==> config.mk <==
export PLATFORM = sky130hd
export DESIGN_NAME = rtc_core
export DESIGN_NICKNAME = d
export VERILOG_FILES = /design/src/rtc_core.v /design/src/rtc_sync.v
export VERILOG_INCLUDE_DIRS = /design/src /design/src/include
export SDC_FILE = /design/constraint.sdc
export NUM_CORES = 1
export LEC_CHECK = 0
export CORE_ASPECT_RATIO = 0.5
export CORE_MARGIN = 1
export CORE_UTILIZATION = 66
export CTS_BUF_LIST = sky130_fd_sc_hd__clkbuf_4 sky130_fd_sc_hd__clkbuf_8
export CTS_CLUSTER_DIAMETER = 50
export CTS_CLUSTER_SIZE = 40
export DETAILED_ROUTE_END_ITERATION = 7
export DONT_BUFFER_PORTS = 1
export PLACE_DENSITY_LB_ADDON = 0.05
export SLEW_MARGIN = 5
export SYNTH_ARGS = -nofsm -noshare
export SYNTH_HDL_FRONTEND = slang
export SYNTH_SLANG_ARGS = --single-unit
==> constraint.sdc <==
create_clock -name i_clk_sys -period 2.38 [get_ports i_clk_sys]
set_input_delay 0.238 -clock i_clk_sys [delete_from_list [all_inputs] [get_ports i_clk_sys]]
set_output_delay 0.238 -clock i_clk_sys [all_outputs]
set_load 0.02 [all_outputs]
==> src/include/rtc_regs.vh <==
// Register map, field positions, reset values and timing counts of the
// slow-clock counter block with its periodic tick timer.
// Assumes byte-wide registers reached over a plain strobe port.
`ifndef RTC_REGS_VH
`define RTC_REGS_VH

// Byte offsets
`define RTC_A_CTRL 5'h00
`define RTC_A_STATUS 5'h01
`define RTC_A_IRQ_EN 5'h02
`define RTC_A_IRQ_FLAG 5'h03
`define RTC_A_TEMP 5'h04
`define RTC_A_HALT 5'h05
`define RTC_A_CLKSRC 5'h07
`define RTC_A_CNT_L 5'h08
`define RTC_A_CNT_H 5'h09
`define RTC_A_PER_L 5'h0A
`define RTC_A_PER_H 5'h0B
`define RTC_A_CMP_L 5'h0C
`define RTC_A_CMP_H 5'h0D
`define RTC_A_TCTRL 5'h10
`define RTC_A_TSTATUS 5'h11
`define RTC_A_TIRQ_EN 5'h12
`define RTC_A_TIRQ_FLAG 5'h13
`define RTC_A_THALT 5'h15

// Field positions
`define RTC_F_STDBY 7
`define RTC_F_PRESC_HI 6
`define RTC_F_PRESC_LO 3
`define RTC_F_EN 0
`define RTC_F_WRAP 0
`define RTC_F_MATCH 1
`define RTC_F_RUNHALT 0
`define RTC_F_TPER_HI 6
`define RTC_F_TPER_LO 3

// Busy flag positions in the status byte
`define RTC_B_CTRL 0
`define RTC_B_CNT 1
`define RTC_B_PER 2
`define RTC_B_CMP 3

// Reset values
`define RTC_RST_BYTE 8'h00
`define RTC_RST_PER 16'hFFFF
`define RTC_RST_WORD 16'h0000

// Clock source encodings
`define RTC_SRC_INT32K 2'h0
`define RTC_SRC_INT1K 2'h1
`define RTC_SRC_XTAL 2'h2
`define RTC_SRC_EXTPIN 2'h3

// Interrupt vector offsets
`define RTC_VEC_COUNTER 8'h00
`define RTC_VEC_TICK 8'h02

// Timing counts, in slow reference clock edges
`define RTC_SYNC_SLOW_CYCLES 2'h2
`define RTC_DIV_1K 5'h1F

`endif

==> src/rtc_core.v <==
// Slow-clock counter with prescaler, wrap and match, plus periodic tick
// timer with eight fixed event taps, behind a byte register port.
// Assumes slow oscillators arrive as asynchronous pins, several times slower
// than i_clk_sys, and that sleep and halt states come from the system.
`include "rtc_regs.vh"

module rtc_core #(
  parameter CNT_W = 16, // Counter width
  parameter PRESC_W = 15, // Prescaler divider width
  parameter NUM_TAPS = 8 // Tick timer event taps
) (
  input wire i_clk_sys,
  input wire i_rst_b,
  input wire i_osc_int_32k,
  input wire i_osc_crystal,
  input wire i_ext_slow_clk,
  input wire i_sleep_standby,
  input wire i_cpu_halted,
  input wire [4:0] i_addr,
  input wire [7:0] i_wr_data,
  input wire i_wr,
  input wire i_rd,
  output reg [7:0] o_rd_data,
  output reg o_irq_counter,
  output reg o_irq_tick,
  output reg o_evt_wrap,
  output reg o_evt_match,
  output reg [NUM_TAPS-1:0] o_evt_tick
);

  ////////////////////////////////////////////////////////////////////////////
  // Declarations

  wire lvl_int; // Synchronised internal oscillator
  wire lvl_xtal; // Synchronised crystal
  wire lvl_ext; // Synchronised external pin
  reg prev_int; // Previous levels for edge detection
  reg prev_xtal;
  reg prev_ext;
  reg [4:0] div_1k; // Internal oscillator divider for the 1 kHz source
  reg slow_tick; // One-cycle pulse per selected slow clock period

  reg [7:0] ctrl_shadow; // Control byte as software wrote it
  reg [1:0] irq_en; // Counter interrupt enables
  reg [1:0] irq_flag; // Counter interrupt flags
  reg [7:0] temp; // Shared holding byte for 16-bit access
  reg halt_run; // Counter keeps running while the core is halted
  reg [1:0] clk_src; // Slow clock source select
  reg [CNT_W-1:0] cnt_shadow; // Count write waiting for the slow domain
  reg [CNT_W-1:0] per_shadow; // Wrap value as written
  reg [CNT_W-1:0] cmp_shadow; // Match value as written
  reg [7:0] tctrl_shadow; // Tick timer control as written
  reg tirq_en; // Tick timer interrupt enable
  reg tirq_flag; // Tick timer interrupt flag
  reg thalt_run; // Tick timer keeps running while halted

  reg [1:0] pend [0:4]; // Slow edges left before a write takes effect
  reg act_en; // Active counter enable
  reg act_stdby; // Active keep-running-asleep bit
  reg [3:0] act_presc; // Active prescaler select
  reg [CNT_W-1:0] act_per; // Active wrap value
  reg [CNT_W-1:0] act_cmp; // Active match value
  reg act_ten; // Active tick timer enable
  reg [3:0] act_tper; // Active tick interval select

  reg [CNT_W-1:0] count; // Running count
  reg [PRESC_W-1:0] presc; // Prescaler divider
  reg [PRESC_W-1:0] tdiv; // Tick timer free divider
  reg wrap_hit; // Wrap happened on this prescaled tick
  reg match_hit; // Match happened on this prescaled tick
  reg tper_hit; // Selected tick interval elapsed

  wire [PRESC_W-1:0] presc_mask;
  wire [PRESC_W-1:0] tper_mask;
  wire cnt_run;
  wire tick_run;
  wire presc_tick;
  wire [NUM_TAPS-1:0] tap_hit;
  wire [4:0] busy;
  wire wr_irq_flag;
  wire wr_tirq_flag;
  reg [1:0] next_irq_flag;
  reg next_tirq_flag;
  integer i;

  ////////////////////////////////////////////////////////////////////////////
  // Slow clock sources and selection

  // One synchroniser per slow pin
  rtc_sync u_sync_int (
    .i_clk_sys(i_clk_sys),
    .i_rst_b(i_rst_b),
    .i_async(i_osc_int_32k),
    .o_level(lvl_int)
  );

  rtc_sync u_sync_xtal (
    .i_clk_sys(i_clk_sys),
    .i_rst_b(i_rst_b),
    .i_async(i_osc_crystal),
    .o_level(lvl_xtal)
  );

  rtc_sync u_sync_ext (
    .i_clk_sys(i_clk_sys),
    .i_rst_b(i_rst_b),
    .i_async(i_ext_slow_clk),
    .o_level(lvl_ext)
  );

  // Rising edges of the chosen source give the single shared slow tick
  always @(posedge i_clk_sys or negedge i_rst_b) begin
    if (!i_rst_b) begin
      prev_int <= 1'b0;
      prev_xtal <= 1'b0;
      prev_ext <= 1'b0;
      div_1k <= 5'h00;
      slow_tick <= 1'b0;
    end else begin
      prev_int <= lvl_int;
      prev_xtal <= lvl_xtal;
      prev_ext <= lvl_ext;
      // The 1 kHz source is the internal oscillator divided by 32
      if (lvl_int && !prev_int) begin
        div_1k <= div_1k + 5'h01;
      end
      case (clk_src)
        `RTC_SRC_INT32K: begin
          slow_tick <= lvl_int && !prev_int;
        end
        `RTC_SRC_INT1K: begin
          slow_tick <= lvl_int && !prev_int && (div_1k == `RTC_DIV_1K);
        end
        `RTC_SRC_XTAL: begin
          slow_tick <= lvl_xtal && !prev_xtal;
        end
        default: begin
          slow_tick <= lvl_ext && !prev_ext;
        end
      endcase
    end
  end

  ////////////////////////////////////////////////////////////////////////////
  // Run conditions

  // Standby stops the counter unless asked to keep running; a halted core
  // stops it unless the halt-run bit is set
  assign cnt_run = act_en && !(i_sleep_standby && !act_stdby) &&
    !(i_cpu_halted && !halt_run);
  // No standby qualifier on the tick timer
  assign tick_run = act_ten && !(i_cpu_halted && !thalt_run);

  assign presc_mask = ~({PRESC_W{1'b1}} << act_presc);
  assign presc_tick = slow_tick && cnt_run &&
    ((presc & presc_mask) == presc_mask);
  // Interval select n gives 2^(n+1) slow periods, 0 and 15 are off
  assign tper_mask = ~({{(PRESC_W-1){1'b1}}, 1'b0} << act_tper);

  // Tap k fires every 8192 >> k slow periods
  genvar k;
  generate
    for (k = 0; k < NUM_TAPS; k = k + 1) begin : g_tap
      assign tap_hit[k] = &tdiv[12-k:0];
    end
  endgenerate

  ////////////////////////////////////////////////////////////////////////////
  // Write synchronisation into the slow domain

  // Each write to control, tick control or a count, wrap or match high byte
  // arms a countdown of slow edges; its busy flag stays high until the value
  // has been taken over by the counting logic
  assign busy[0] = (pend[0] != 2'h0);
  assign busy[1] = (pend[1] != 2'h0);
  assign busy[2] = (pend[2] != 2'h0);
  assign busy[3] = (pend[3] != 2'h0);
  assign busy[4] = (pend[4] != 2'h0);

  always @(posedge i_clk_sys or negedge i_rst_b) begin
    if (!i_rst_b) begin
      for (i = 0; i < 5; i = i + 1) begin
        pend[i] <= 2'h0;
      end
      act_en <= 1'b0;
      act_stdby <= 1'b0;
      act_presc <= 4'h0;
      act_per <= `RTC_RST_PER;
      act_cmp <= `RTC_RST_WORD;
      act_ten <= 1'b0;
      act_tper <= 4'h0;
    end else begin
      for (i = 0; i < 5; i = i + 1) begin
        if (pend[i] != 2'h0 && slow_tick) begin
          pend[i] <= pend[i] - 2'h1;
        end
      end
      // Apply on the last slow edge of each countdown
      if (pend[0] == 2'h1 && slow_tick) begin
        act_en <= ctrl_shadow[`RTC_F_EN];
        act_stdby <= ctrl_shadow[`RTC_F_STDBY];
        act_presc <= ctrl_shadow[`RTC_F_PRESC_HI:`RTC_F_PRESC_LO];
      end
      if (pend[2] == 2'h1 && slow_tick) begin
        act_per <= per_shadow;
      end
      if (pend[3] == 2'h1 && slow_tick) begin
        act_cmp <= cmp_shadow;
      end
      if (pend[4] == 2'h1 && slow_tick) begin
        act_ten <= tctrl_shadow[`RTC_F_EN];
        act_tper <= tctrl_shadow[`RTC_F_TPER_HI:`RTC_F_TPER_LO];
      end
      // A new write restarts its countdown
      if (i_wr) begin
        case (i_addr)
          `RTC_A_CTRL: pend[0] <= `RTC_SYNC_SLOW_CYCLES;
          `RTC_A_CNT_H: pend[1] <= `RTC_SYNC_SLOW_CYCLES;
          `RTC_A_PER_H: pend[2] <= `RTC_SYNC_SLOW_CYCLES;
          `RTC_A_CMP_H: pend[3] <= `RTC_SYNC_SLOW_CYCLES;
          `RTC_A_TCTRL: pend[4] <= `RTC_SYNC_SLOW_CYCLES;
          default: begin
          end
        endcase
      end
    end
  end

  ////////////////////////////////////////////////////////////////////////////
  // Counter with prescaler, wrap and match

  always @(posedge i_clk_sys or negedge i_rst_b) begin
    if (!i_rst_b) begin
      count <= `RTC_RST_WORD;
      presc <= {PRESC_W{1'b0}};
      wrap_hit <= 1'b0;
      match_hit <= 1'b0;
    end else begin
      wrap_hit <= 1'b0;
      match_hit <= 1'b0;
      if (slow_tick && cnt_run) begin
        presc <= presc + {{(PRESC_W-1){1'b0}}, 1'b1};
      end
      if (pend[1] == 2'h1 && slow_tick) begin
        // A software count write takes priority over counting
        count <= cnt_shadow;
      end else if (presc_tick) begin
        if (count == act_per) begin
          count <= {CNT_W{1'b0}};
          wrap_hit <= 1'b1;
        end else begin
          count <= count + {{(CNT_W-1){1'b0}}, 1'b1};
        end
        // Match is flagged on the tick after the count equals it
        if (count == act_cmp) begin
          match_hit <= 1'b1;
        end
      end
    end
  end

  ////////////////////////////////////////////////////////////////////////////
  // Tick timer divider

  always @(posedge i_clk_sys or negedge i_rst_b) begin
    if (!i_rst_b) begin
      tdiv <= {PRESC_W{1'b0}};
      tper_hit <= 1'b0;
    end else begin
      tper_hit <= 1'b0;
      if (!act_ten) begin
        tdiv <= {PRESC_W{1'b0}};
      end else if (slow_tick && tick_run) begin
        tdiv <= tdiv + {{(PRESC_W-1){1'b0}}, 1'b1};
        if (act_tper != 4'h0 && act_tper != 4'hF &&
            (tdiv & tper_mask) == tper_mask) begin
          tper_hit <= 1'b1;
        end
      end
    end
  end

  ////////////////////////////////////////////////////////////////////////////
  // Events and interrupt flags

  assign wr_irq_flag = i_wr && (i_addr == `RTC_A_IRQ_FLAG);
  assign wr_tirq_flag = i_wr && (i_addr == `RTC_A_TIRQ_FLAG);

  // Set beats clear, so an event in the clearing cycle is kept
  always @* begin
    next_irq_flag = irq_flag;
    next_tirq_flag = tirq_flag;
    if (wr_irq_flag) begin
      next_irq_flag = irq_flag & ~i_wr_data[1:0];
    end
    if (wr_tirq_flag && i_wr_data[0]) begin
      next_tirq_flag = 1'b0;
    end
    if (wrap_hit) begin
      next_irq_flag[`RTC_F_WRAP] = 1'b1;
    end
    if (match_hit) begin
      next_irq_flag[`RTC_F_MATCH] = 1'b1;
    end
    if (tper_hit) begin
      next_tirq_flag = 1'b1;
    end
  end

  always @(posedge i_clk_sys or negedge i_rst_b) begin
    if (!i_rst_b) begin
      irq_flag <= 2'h0;
      tirq_flag <= 1'b0;
      o_irq_counter <= 1'b0;
      o_irq_tick <= 1'b0;
      o_evt_wrap <= 1'b0;
      o_evt_match <= 1'b0;
      o_evt_tick <= {NUM_TAPS{1'b0}};
    end else begin
      irq_flag <= next_irq_flag;
      tirq_flag <= next_tirq_flag;
      // Counter line shares wrap and match; tick line stands alone
      o_irq_counter <= |(next_irq_flag & irq_en);
      o_irq_tick <= next_tirq_flag && tirq_en;
      o_evt_wrap <= wrap_hit;
      o_evt_match <= match_hit;
      // Taps pulse on the slow edge that completes their interval
      o_evt_tick <= (slow_tick && tick_run) ? tap_hit :
        {NUM_TAPS{1'b0}};
    end
  end

  ////////////////////////////////////////////////////////////////////////////
  // Register writes

  always @(posedge i_clk_sys or negedge i_rst_b) begin
    if (!i_rst_b) begin
      ctrl_shadow <= `RTC_RST_BYTE;
      irq_en <= 2'h0;
      temp <= `RTC_RST_BYTE;
      halt_run <= 1'b0;
      clk_src <= `RTC_SRC_INT32K;
      cnt_shadow <= `RTC_RST_WORD;
      per_shadow <= `RTC_RST_PER;
      cmp_shadow <= `RTC_RST_WORD;
      tctrl_shadow <= `RTC_RST_BYTE;
      tirq_en <= 1'b0;
      thalt_run <= 1'b0;
    end else if (i_wr) begin
      case (i_addr)
        `RTC_A_CTRL: ctrl_shadow <= i_wr_data & 8'hF9;
        `RTC_A_IRQ_EN: irq_en <= i_wr_data[1:0];
        `RTC_A_TEMP: temp <= i_wr_data;
        `RTC_A_HALT: halt_run <= i_wr_data[`RTC_F_RUNHALT];
        `RTC_A_CLKSRC: clk_src <= i_wr_data[1:0];
        // Low bytes park in the holding byte; high byte commits both
        `RTC_A_CNT_L: temp <= i_wr_data;
        `RTC_A_CNT_H: cnt_shadow <= {i_wr_data, temp};
        `RTC_A_PER_L: temp <= i_wr_data;
        `RTC_A_PER_H: per_shadow <= {i_wr_data, temp};
        `RTC_A_CMP_L: temp <= i_wr_data;
        `RTC_A_CMP_H: cmp_shadow <= {i_wr_data, temp};
        `RTC_A_TCTRL: tctrl_shadow <= i_wr_data & 8'h79;
        `RTC_A_TIRQ_EN: tirq_en <= i_wr_data[0];
        `RTC_A_THALT: thalt_run <= i_wr_data[`RTC_F_RUNHALT];
        default: begin
        end
      endcase
    end else if (i_rd) begin
      // Reading a low byte snapshots the high byte for a coherent pair
      case (i_addr)
        `RTC_A_CNT_L: temp <= count[15:8];
        `RTC_A_PER_L: temp <= per_shadow[15:8];
        `RTC_A_CMP_L: temp <= cmp_shadow[15:8];
        default: begin
        end
      endcase
    end
  end

  ////////////////////////////////////////////////////////////////////////////
  // Register reads, one cycle after the strobe; unmapped reads give zero

  always @(posedge i_clk_sys or negedge i_rst_b) begin
    if (!i_rst_b) begin
      o_rd_data <= 8'h00;
    end else if (i_rd) begin
      case (i_addr)
        `RTC_A_CTRL: o_rd_data <= ctrl_shadow;
        `RTC_A_STATUS: o_rd_data <= {4'h0, busy[3:0]};
        `RTC_A_IRQ_EN: o_rd_data <= {6'h00, irq_en};
        `RTC_A_IRQ_FLAG: o_rd_data <= {6'h00, irq_flag};
        `RTC_A_TEMP: o_rd_data <= temp;
        `RTC_A_HALT: o_rd_data <= {7'h00, halt_run};
        `RTC_A_CLKSRC: o_rd_data <= {6'h00, clk_src};
        `RTC_A_CNT_L: o_rd_data <= count[7:0];
        `RTC_A_CNT_H: o_rd_data <= temp;
        `RTC_A_PER_L: o_rd_data <= per_shadow[7:0];
        `RTC_A_PER_H: o_rd_data <= temp;
        `RTC_A_CMP_L: o_rd_data <= cmp_shadow[7:0];
        `RTC_A_CMP_H: o_rd_data <= temp;
        `RTC_A_TCTRL: o_rd_data <= tctrl_shadow;
        `RTC_A_TSTATUS: o_rd_data <= {7'h00, busy[4]};
        `RTC_A_TIRQ_EN: o_rd_data <= {7'h00, tirq_en};
        `RTC_A_TIRQ_FLAG: o_rd_data <= {7'h00, tirq_flag};
        `RTC_A_THALT: o_rd_data <= {7'h00, thalt_run};
        default: o_rd_data <= 8'h00;
      endcase
    end else begin
      o_rd_data <= 8'h00;
    end
  end

endmodule

==> src/rtc_sync.v <==
// Three-stage pin synchroniser with agreement filter.
// Assumes an asynchronous level on i_async and a free-running i_clk_sys.
module rtc_sync (
  input wire i_clk_sys,
  input wire i_rst_b,
  input wire i_async,
  output reg o_level
);

  reg meta; // First stage, read only by the second
  reg stage2; // Second stage
  reg stage3; // Third stage

  ////////////////////////////////////////////////////////////////////////////
  // Level changes only once stages two and three agree, so a glitch that
  // lives for a single cycle never reaches the counting logic
  always @(posedge i_clk_sys or negedge i_rst_b) begin
    if (!i_rst_b) begin
      meta <= 1'b0;
      stage2 <= 1'b0;
      stage3 <= 1'b0;
      o_level <= 1'b0;
    end else begin
      meta <= i_async;
      stage2 <= meta;
      stage3 <= stage2;
      if (stage2 == stage3) begin
        o_level <= stage3;
      end
    end
  end

endmodule

== Word-level counts from Yosys, hierarchy flattened ==
Cells that the tools add are included.
Widths: inputs -> output; s select.
Cells by class
  reduce and logical (&&, ||, !) cells: 71
  mux-type cells: 38
  $add $sub $neg: 9
  bitwise logic cells: 7
  equal/unequal tests: 35
  shifts and indexed selects: 2
Operators by type and width (number)
  $pmux 8 s15: 1
  $mux 16: 3
  $mux 8: 5
  $eq 16x16->1: 2
  $add 15x1->15 const B: 2
  $and 15x15->15: 2
  $eq 15x15->1: 2
  $eq 5x4->1 const B: 6
  $eq 5x5->1 const B: 6
  $mux 15: 2
  $not 15->15: 2
  $shl 15x4->15 const A: 2
  $logic_and 1x1->1: 29
  $pmux 8 s3: 1
  $mux 2: 11
  $reduce_and 2->1: 10
  $add 16x1->16 const B: 1
  $eq 5x3->1 const B: 3
  $reduce_bool 2->1: 7
  $mux 1: 13
  $reduce_and 13->1: 1
  $eq 2x1->1 const B: 6
  $reduce_and 12->1: 1
  $reduce_and 11->1: 1
  25 further kinds: 43
Storage, ports and cells
  flip-flop bits (word level): 220

== Depth between registers and ports, before layout ==
  word-level depth: 9
  mapped depth: 9

== Modules after synthesis ==
Synthesis repeated with hierarchy kept, for this count alone.
Second synthesis, totals
  cell total of the unflattened synthesis: 924
  area, all modules: 10366.2 sq um
By module, submodules not included
  rtc_core: area an instance 10032.1 sq um, times used 1, cells each 909
  rtc_sync: area an instance 111.4 sq um, times used 3, cells each 5

== Worst setup path after synthesis ==
No wires, ideal clock.
  path type: flip-flop to flip-flop
  start: reg count[8]
  end: reg count[12]
  cell stages (with the launch flop): 10
  arrival time: 1.844 ns
  library setup time: 0.141 ns
  buffers on the path: 3
  path slack: 0.395 ns
  cell sequence: dfrtp_1 -> clkbuf_1 -> xnor2_1 -> nand4_1 -> nor4_1 -> buf_2 -> buf_4 -> a31oi_1 -> o21ai_0 -> a31oi_1
Between the ends
  longest elaborated chain between the ends: 4
  elaborated cells between the ends (all ways): 5
  classes of those cells: 1 x add/sub; 1 x eq/ne; 3 x mux
Ends and longest elaborated chain
  start: declaration: line rtc_core.v:66  | reg [CNT_W-1:0] count;
  start signal: assignment: line rtc_core.v:234  | count <= `RTC_RST_WORD;
  start signal: assignment: line rtc_core.v:246  | count <= cnt_shadow;
  start signal: assignment: line rtc_core.v:249  | count <= {CNT_W{1'b0}};
  $add 16x1->16 or $eq 16x16->1 (tied branches): line rtc_core.v:252, rtc_core.v:248
  $mux 16 (*): line rtc_core.v:248  | if (count == act_per) begin
  $mux 16 (*): line rtc_core.v:247  | end else if (presc_tick) begin
  $mux 16 (*): line rtc_core.v:244  | if (pend[1] == 2'h1 && slow_tick) begin
Every way passes the cells marked *; elsewhere a longest branch is shown, timed or not. The select of a mux whose other input is x is not followed.
A chain may end at the register's enable or synchronous reset.

== Worst setup path in the final report ==
  start: reg act_presc[1]
  end: reg count[12]
Between the ends
  longest elaborated chain between the ends: 6
Ends and longest elaborated chain
  start: declaration: line rtc_core.v:60  | reg [3:0] act_presc;
  start signal: assignment: line rtc_core.v:202  | act_presc <= ctrl_shadow[`RTC_F_PRESC_HI:`RTC_F_PRESC_LO];
  $shl 15x4->15 (*): line rtc_core.v:154  | assign presc_mask = ~({PRESC_W{1'b1}} << act_presc);
  $not 15->15 (*): line rtc_core.v:154
  $and 15x15->15: line rtc_core.v:156  | ((presc & presc_mask) == presc_mask);
  $eq 15x15->1 (*): line rtc_core.v:156
  $logic_and 1x1->1 (*): line rtc_core.v:155  | assign presc_tick = slow_tick && cnt_run &&
  $reduce_bool 2->1 (no line) (*)
Every way passes the cells marked *; elsewhere a longest branch is shown, timed or not.

==> flow_metrics.py <==
metrics = {
    "outcome": {
        "run_status": "complete, but fails checks",
        "failing_checks": "DRC, hold timing",
    },
    "final_layout": {
        "final_cells": 1166,
        "n_antenna_cell": 0,
        "nNetsFinal": 992,
        "drive_above_1_share_pct": 23.5,
        "final_design_area_no_fill_mm2": 0.0113,
        "area_delta_synth_final_pct": 8.82,
    },
    "sta": {
        "relative_slew_slack_pct": 49.6,
        "final_max_slew_viol_count": 0,
        "post-route-worst-setup-slack_ns": 0.133,
        "final.hold.worst_slack_ns": -0.610,
        "worstMarginPinSlew_ns": 0.753,
        "hold_viol_final": 220,
        "report.final.setup_viol": 0,
        "achievable-frequency_mhz": 445,
        "layout_min_cycle_time_ns": 2.25,
        "finClkSkew_ns": 0.0158,
        "final_min_period_over_clock_period_pct": 94.4,
    },
    "worst_setup_path": {
        "path_max_fanout": 13,
        "timing.critical_path.arrival_ns": 2.69,
        "cp_slowest_cell": "sky130_fd_sc_hd__or4b_1",
        "worst_flop_to_flop_path_endpoint": "count[12]",
        "crit_path_end": "count[12]",
        "start_kind": "flop",
        "timing.critical_path.buf_inv": 1,
        "cp_num_cells": 6,
        "critPathKind": "reg2reg",
        "end_kind": "flop",
        "critical_path.startpoint": "act_presc[1]",
        "path_delay_family": "simple AND/OR/NAND/NOR gates",
        "critical_path.reg2reg.startpoint": "act_presc[1]",
        "timing.reg2reg.setup_slack_ns": 0.13,
        "cp_cell_sequence": "or3_1 > a32oi_4 > nand4b_4 > buf_12 > or4b_1 > a31oi_1",
        "timing.reg2reg.worst_path_depth": 6,
        "critical-path-max-stage-delay_ns": 0.51,
        "worst-endpoint-required_ns": 2.83,
    },
    "floorplanning": {
        "core-area_mm2": 0.0154,
        "die_height_um": 90.8,
        "initial_core_util_pct": 67.5,
        "num_rows": 32,
        "die_width_um": 180,
        "die_area_mm2": 0.0163,
        "design.portCount": 42,
    },
    "logic_synthesis": {
        "async_set_reset_flop_share_out_of_synthesis_pct": 100,
        "dominantRegCellSynth": "sky130_fd_sc_hd__dfrtp_1",
        "fraction_of_the_mapped_netlist_area_in_adder_cells_pct": 2.21,
        "yosys_warnings": 0,
        "synth_xor_area_share_pct": 5.55,
        "postSynthAreaPerCell_um2": 11.1,
        "ys_types": 61,
        "netlist_instances": 937,
        "synth.area.mux_share_pct": 11.6,
        "synth_edf_count": 0,
        "yosys.area_share.simple_pct": 13.9,
        "syn-cell-area_mm2": 0.0104,
        "synth_top_family_by_area": "simple AND/OR/NAND/NOR gates",
        "syn-num-nets": 975,
        "seq_area_frac_synth_pct": 53.3,
        "ys_ff_latch": 220,
        "synth_compound_gate_area_share_pct": 10.4,
    },
    "detailed_routing": {
        "antenna_violating_nets_post_route": 0,
        "detail_route.drc_violations": 3,
        "detailedRoute.firstPassIterationCount": 7,
        "initialDrtViolationCount": 725,
        "via_count": 7279,
        "vias_per_cell": 6.24,
        "detail_route.wl_per_cell_um": 20.6,
        "route.final.wire_length_mm": 24.0,
    },
    "placement": {
        "placement.setup.worst_slack_ns": -0.101,
        "placed_area_mm2": 0.0107,
        "hpwl_mm": 16.0,
        "place.port_buffers": 0,
        "place_inst": 1119,
        "globalplace.congestion": 0.869,
    },
    "clock_tree": {
        "cts_h_tree_lvls": 1,
        "cts_buffers": 14,
        "cts_tree": "yes",
        "cts_hold_buf": 15,
        "root_buffer": "sky130_fd_sc_hd__clkbuf_8",
        "cts_sink_count": 220,
        "clock_latency_ns": 0.52,
        "clockBufferDepth": 3,
        "clk_pin_slew_worst_paths_ns": 0.13,
    },
    "power": {
        "power.combinational.fraction_pct": 27.9,
        "cellPowerDensity_mw_per_mm2": 960,
        "p_int_mw": 7.23,
        "power.share.sequential_pct": 52.3,
        "total_leakage_power_nw": 4.94,
        "power.switching_mw": 3.65,
        "power.share.switching_pct": 33.6,
        "vdd_ir_drop_max_uv": 557,
        "clockPowerShare_pct": 19.7,
    },
    "min_path": {
        "hp-class": "in2async",
    },
    "global_routing": {
        "maximum_number_of_pins_on_one_net_before_global_route_repair": 221,
        "globalRouteTotalUtil_pct": 30.4,
        "grt_pass1_vias": 7151,
        "antenna_violations_before_repair": 0,
        "aggregate_global_routing_overflow": 0,
        "global_route_wire_length_before_repair_mm": 38.6,
    },
    "job": {
        "drv_cap": 0,
    },
}
==> cell families after synthesis <==
| logic type | count (synthesis) |
|---|---|
| flip-flops | 220 |
| XOR/XNOR | 66 |
| adder cells (fa/ha/maj) | 19 |
| AO/OA/AOI/OAI | 171 |
| multiplexers | 107 |
| AND/OR/NAND/NOR | 274 |
| buffers and inverters | 80 |
==> metrics by stage <==
stage                     utilization (%)  power [mW]  hold slack [ns]  setup TNS, ns
after floorplan                         -        7.65          -0.0576              0
after global placement               69.3        8.42          -0.0538        -0.0487
after detailed placement             69.3        8.57          -0.0538         -0.509
after CTS                            72.7        10.8           -0.622              0
after global routing                 73.5        11.5           -0.635        -0.0912
final                                73.5        10.9           -0.610              0
==> flip-flops by register name, indices dropped and copies added (netlist names), 2 cells and up <==
name / flops
act_cmp: 16
irq_flag: 2
irq_en: 2
cmp_shadow: 16
cnt_shadow: 16
act_per: 16
o_evt_tick: 8
act_presc: 4
per_shadow: 16
presc: 15
ctrl_shadow: 6
tdiv: 15
o_rd_data: 8
div_1k: 5
count: 16
clk_src: 2
act_tper: 4
tctrl_shadow: 5
pend: 10
temp: 8
==> timing repair <==
item / in CTS / in global routing
gates resized for setup: 3 / 15
pin swaps: 0 / 7
gates cloned: 0 / 1
setup buffers: 0 / 7
hold endpoints to repair: 267 / 220
setup endpoints to repair: 6 / 6
==> final cells by class <==
type                       count  area [um^2]
tap                          204          255
fill                        1072         4080
multi-input combinational    637         4610
timing repair buffer          55          478
clock inverter                 9          134
sequential                   220         5550
inverter                      26         97.6
clock buffer                  15          206
==> synth_stat cells (4+ instances only) <==
master,count,area (um^2)
sky130_fd_sc_hd__and3_1,15,93.8
sky130_fd_sc_hd__a22o_1,11,96.3
sky130_fd_sc_hd__a22oi_1,8,60.1
sky130_fd_sc_hd__nor2_1,61,229
sky130_fd_sc_hd__ha_1,16,200
sky130_fd_sc_hd__nand2_1,66,248
sky130_fd_sc_hd__or3_1,4,25.0
sky130_fd_sc_hd__and4_1,4,35.0
sky130_fd_sc_hd__o21ai_0,44,220
sky130_fd_sc_hd__clkbuf_1,36,135
sky130_fd_sc_hd__inv_1,26,97.6
sky130_fd_sc_hd__nand4_1,14,87.6
sky130_fd_sc_hd__o21ai_1,4,20.0
sky130_fd_sc_hd__nand4b_1,4,35.0
sky130_fd_sc_hd__mux2_2,106,1190
sky130_fd_sc_hd__and2_1,17,106
sky130_fd_sc_hd__a31oi_1,26,163
sky130_fd_sc_hd__xnor2_1,44,385
sky130_fd_sc_hd__a21oi_1,39,195
sky130_fd_sc_hd__nand2b_1,17,106
sky130_fd_sc_hd__buf_2,14,70.1
sky130_fd_sc_hd__dfrtp_1,188,4700
sky130_fd_sc_hd__nor4_1,6,37.5
sky130_fd_sc_hd__nor3_1,12,60.1
sky130_fd_sc_hd__a211oi_1,8,60.1
sky130_fd_sc_hd__nand3_1,19,95.1
sky130_fd_sc_hd__nor2b_1,9,56.3
sky130_fd_sc_hd__xor2_1,22,193
sky130_fd_sc_hd__a32oi_1,4,35.0
sky130_fd_sc_hd__dfstp_2,32,841
==> per-layer routing <==
layer | GRT usage (%) | part of all wire, % | up-vias
met1 | 43.7 | 45 | 3654
met3 | 8.67 | 9.0 | 27
met5 | 0 | 0 | -
met2 | 46.9 | 44 | 259
met4 | 5.32 | 1.5 | 0
li1 | - | - | 3339
==> how the worst min path moves through the flow <==
stage	slack [ns]	to	cells past startpoint
after CTS	-0.62	u_sync_xtal.stage2	0
final	-0.61	o_evt_tick[4]	0
after detailed placement	-0.05	tdiv[8]	0
after floorplan	-0.06	act_cmp[0]	0
after global routing	-0.63	o_evt_tick[4]	0
after global placement	-0.05	o_evt_tick[4]	0
==> power by group through the flow <==
stage	registers, mW	logic [mW]	clock network [mW]
6_report	5.69	3.04	2.15
2_1_floorplan	5.37	2.28	0
5_1_grt	5.82	3.34	2.31
3_5_place_dp	5.75	2.82	0
3_3_place_gp	5.69	2.73	0
4_1_cts	5.68	2.90	2.19
==> cells in the final DEF (no fill, tap or decap), types with 4 or more instances in the layout <==
| cell | n |
|---|---|
| sky130_fd_sc_hd__a211oi_1 | 8 |
| sky130_fd_sc_hd__a21oi_1 | 39 |
| sky130_fd_sc_hd__a22o_1 | 11 |
| sky130_fd_sc_hd__a22oi_1 | 8 |
| sky130_fd_sc_hd__a31oi_1 | 26 |
| sky130_fd_sc_hd__and2_1 | 17 |
| sky130_fd_sc_hd__and3_1 | 15 |
| sky130_fd_sc_hd__buf_4 | 37 |
| sky130_fd_sc_hd__clkbuf_8 | 15 |
| sky130_fd_sc_hd__dfrtp_1 | 184 |
| sky130_fd_sc_hd__dfrtp_2 | 4 |
| sky130_fd_sc_hd__dfstp_2 | 32 |
| sky130_fd_sc_hd__dlygate4sd3_1 | 15 |
| sky130_fd_sc_hd__ha_1 | 16 |
| sky130_fd_sc_hd__inv_1 | 26 |
| sky130_fd_sc_hd__mux2_2 | 106 |
| sky130_fd_sc_hd__nand2_1 | 66 |
| sky130_fd_sc_hd__nand2b_1 | 16 |
| sky130_fd_sc_hd__nand3_1 | 19 |
| sky130_fd_sc_hd__nand4_1 | 14 |
| sky130_fd_sc_hd__nand4b_1 | 4 |
| sky130_fd_sc_hd__nor2_1 | 60 |
| sky130_fd_sc_hd__nor2b_1 | 9 |
| sky130_fd_sc_hd__nor3_1 | 12 |
| sky130_fd_sc_hd__nor4_1 | 5 |
| sky130_fd_sc_hd__o21ai_0 | 41 |
| sky130_fd_sc_hd__o21ai_1 | 7 |
| sky130_fd_sc_hd__or3_1 | 4 |
| sky130_fd_sc_hd__xnor2_1 | 44 |
| sky130_fd_sc_hd__xor2_1 | 22 |
No activity file was read; power rests on OpenSTA's default activity.
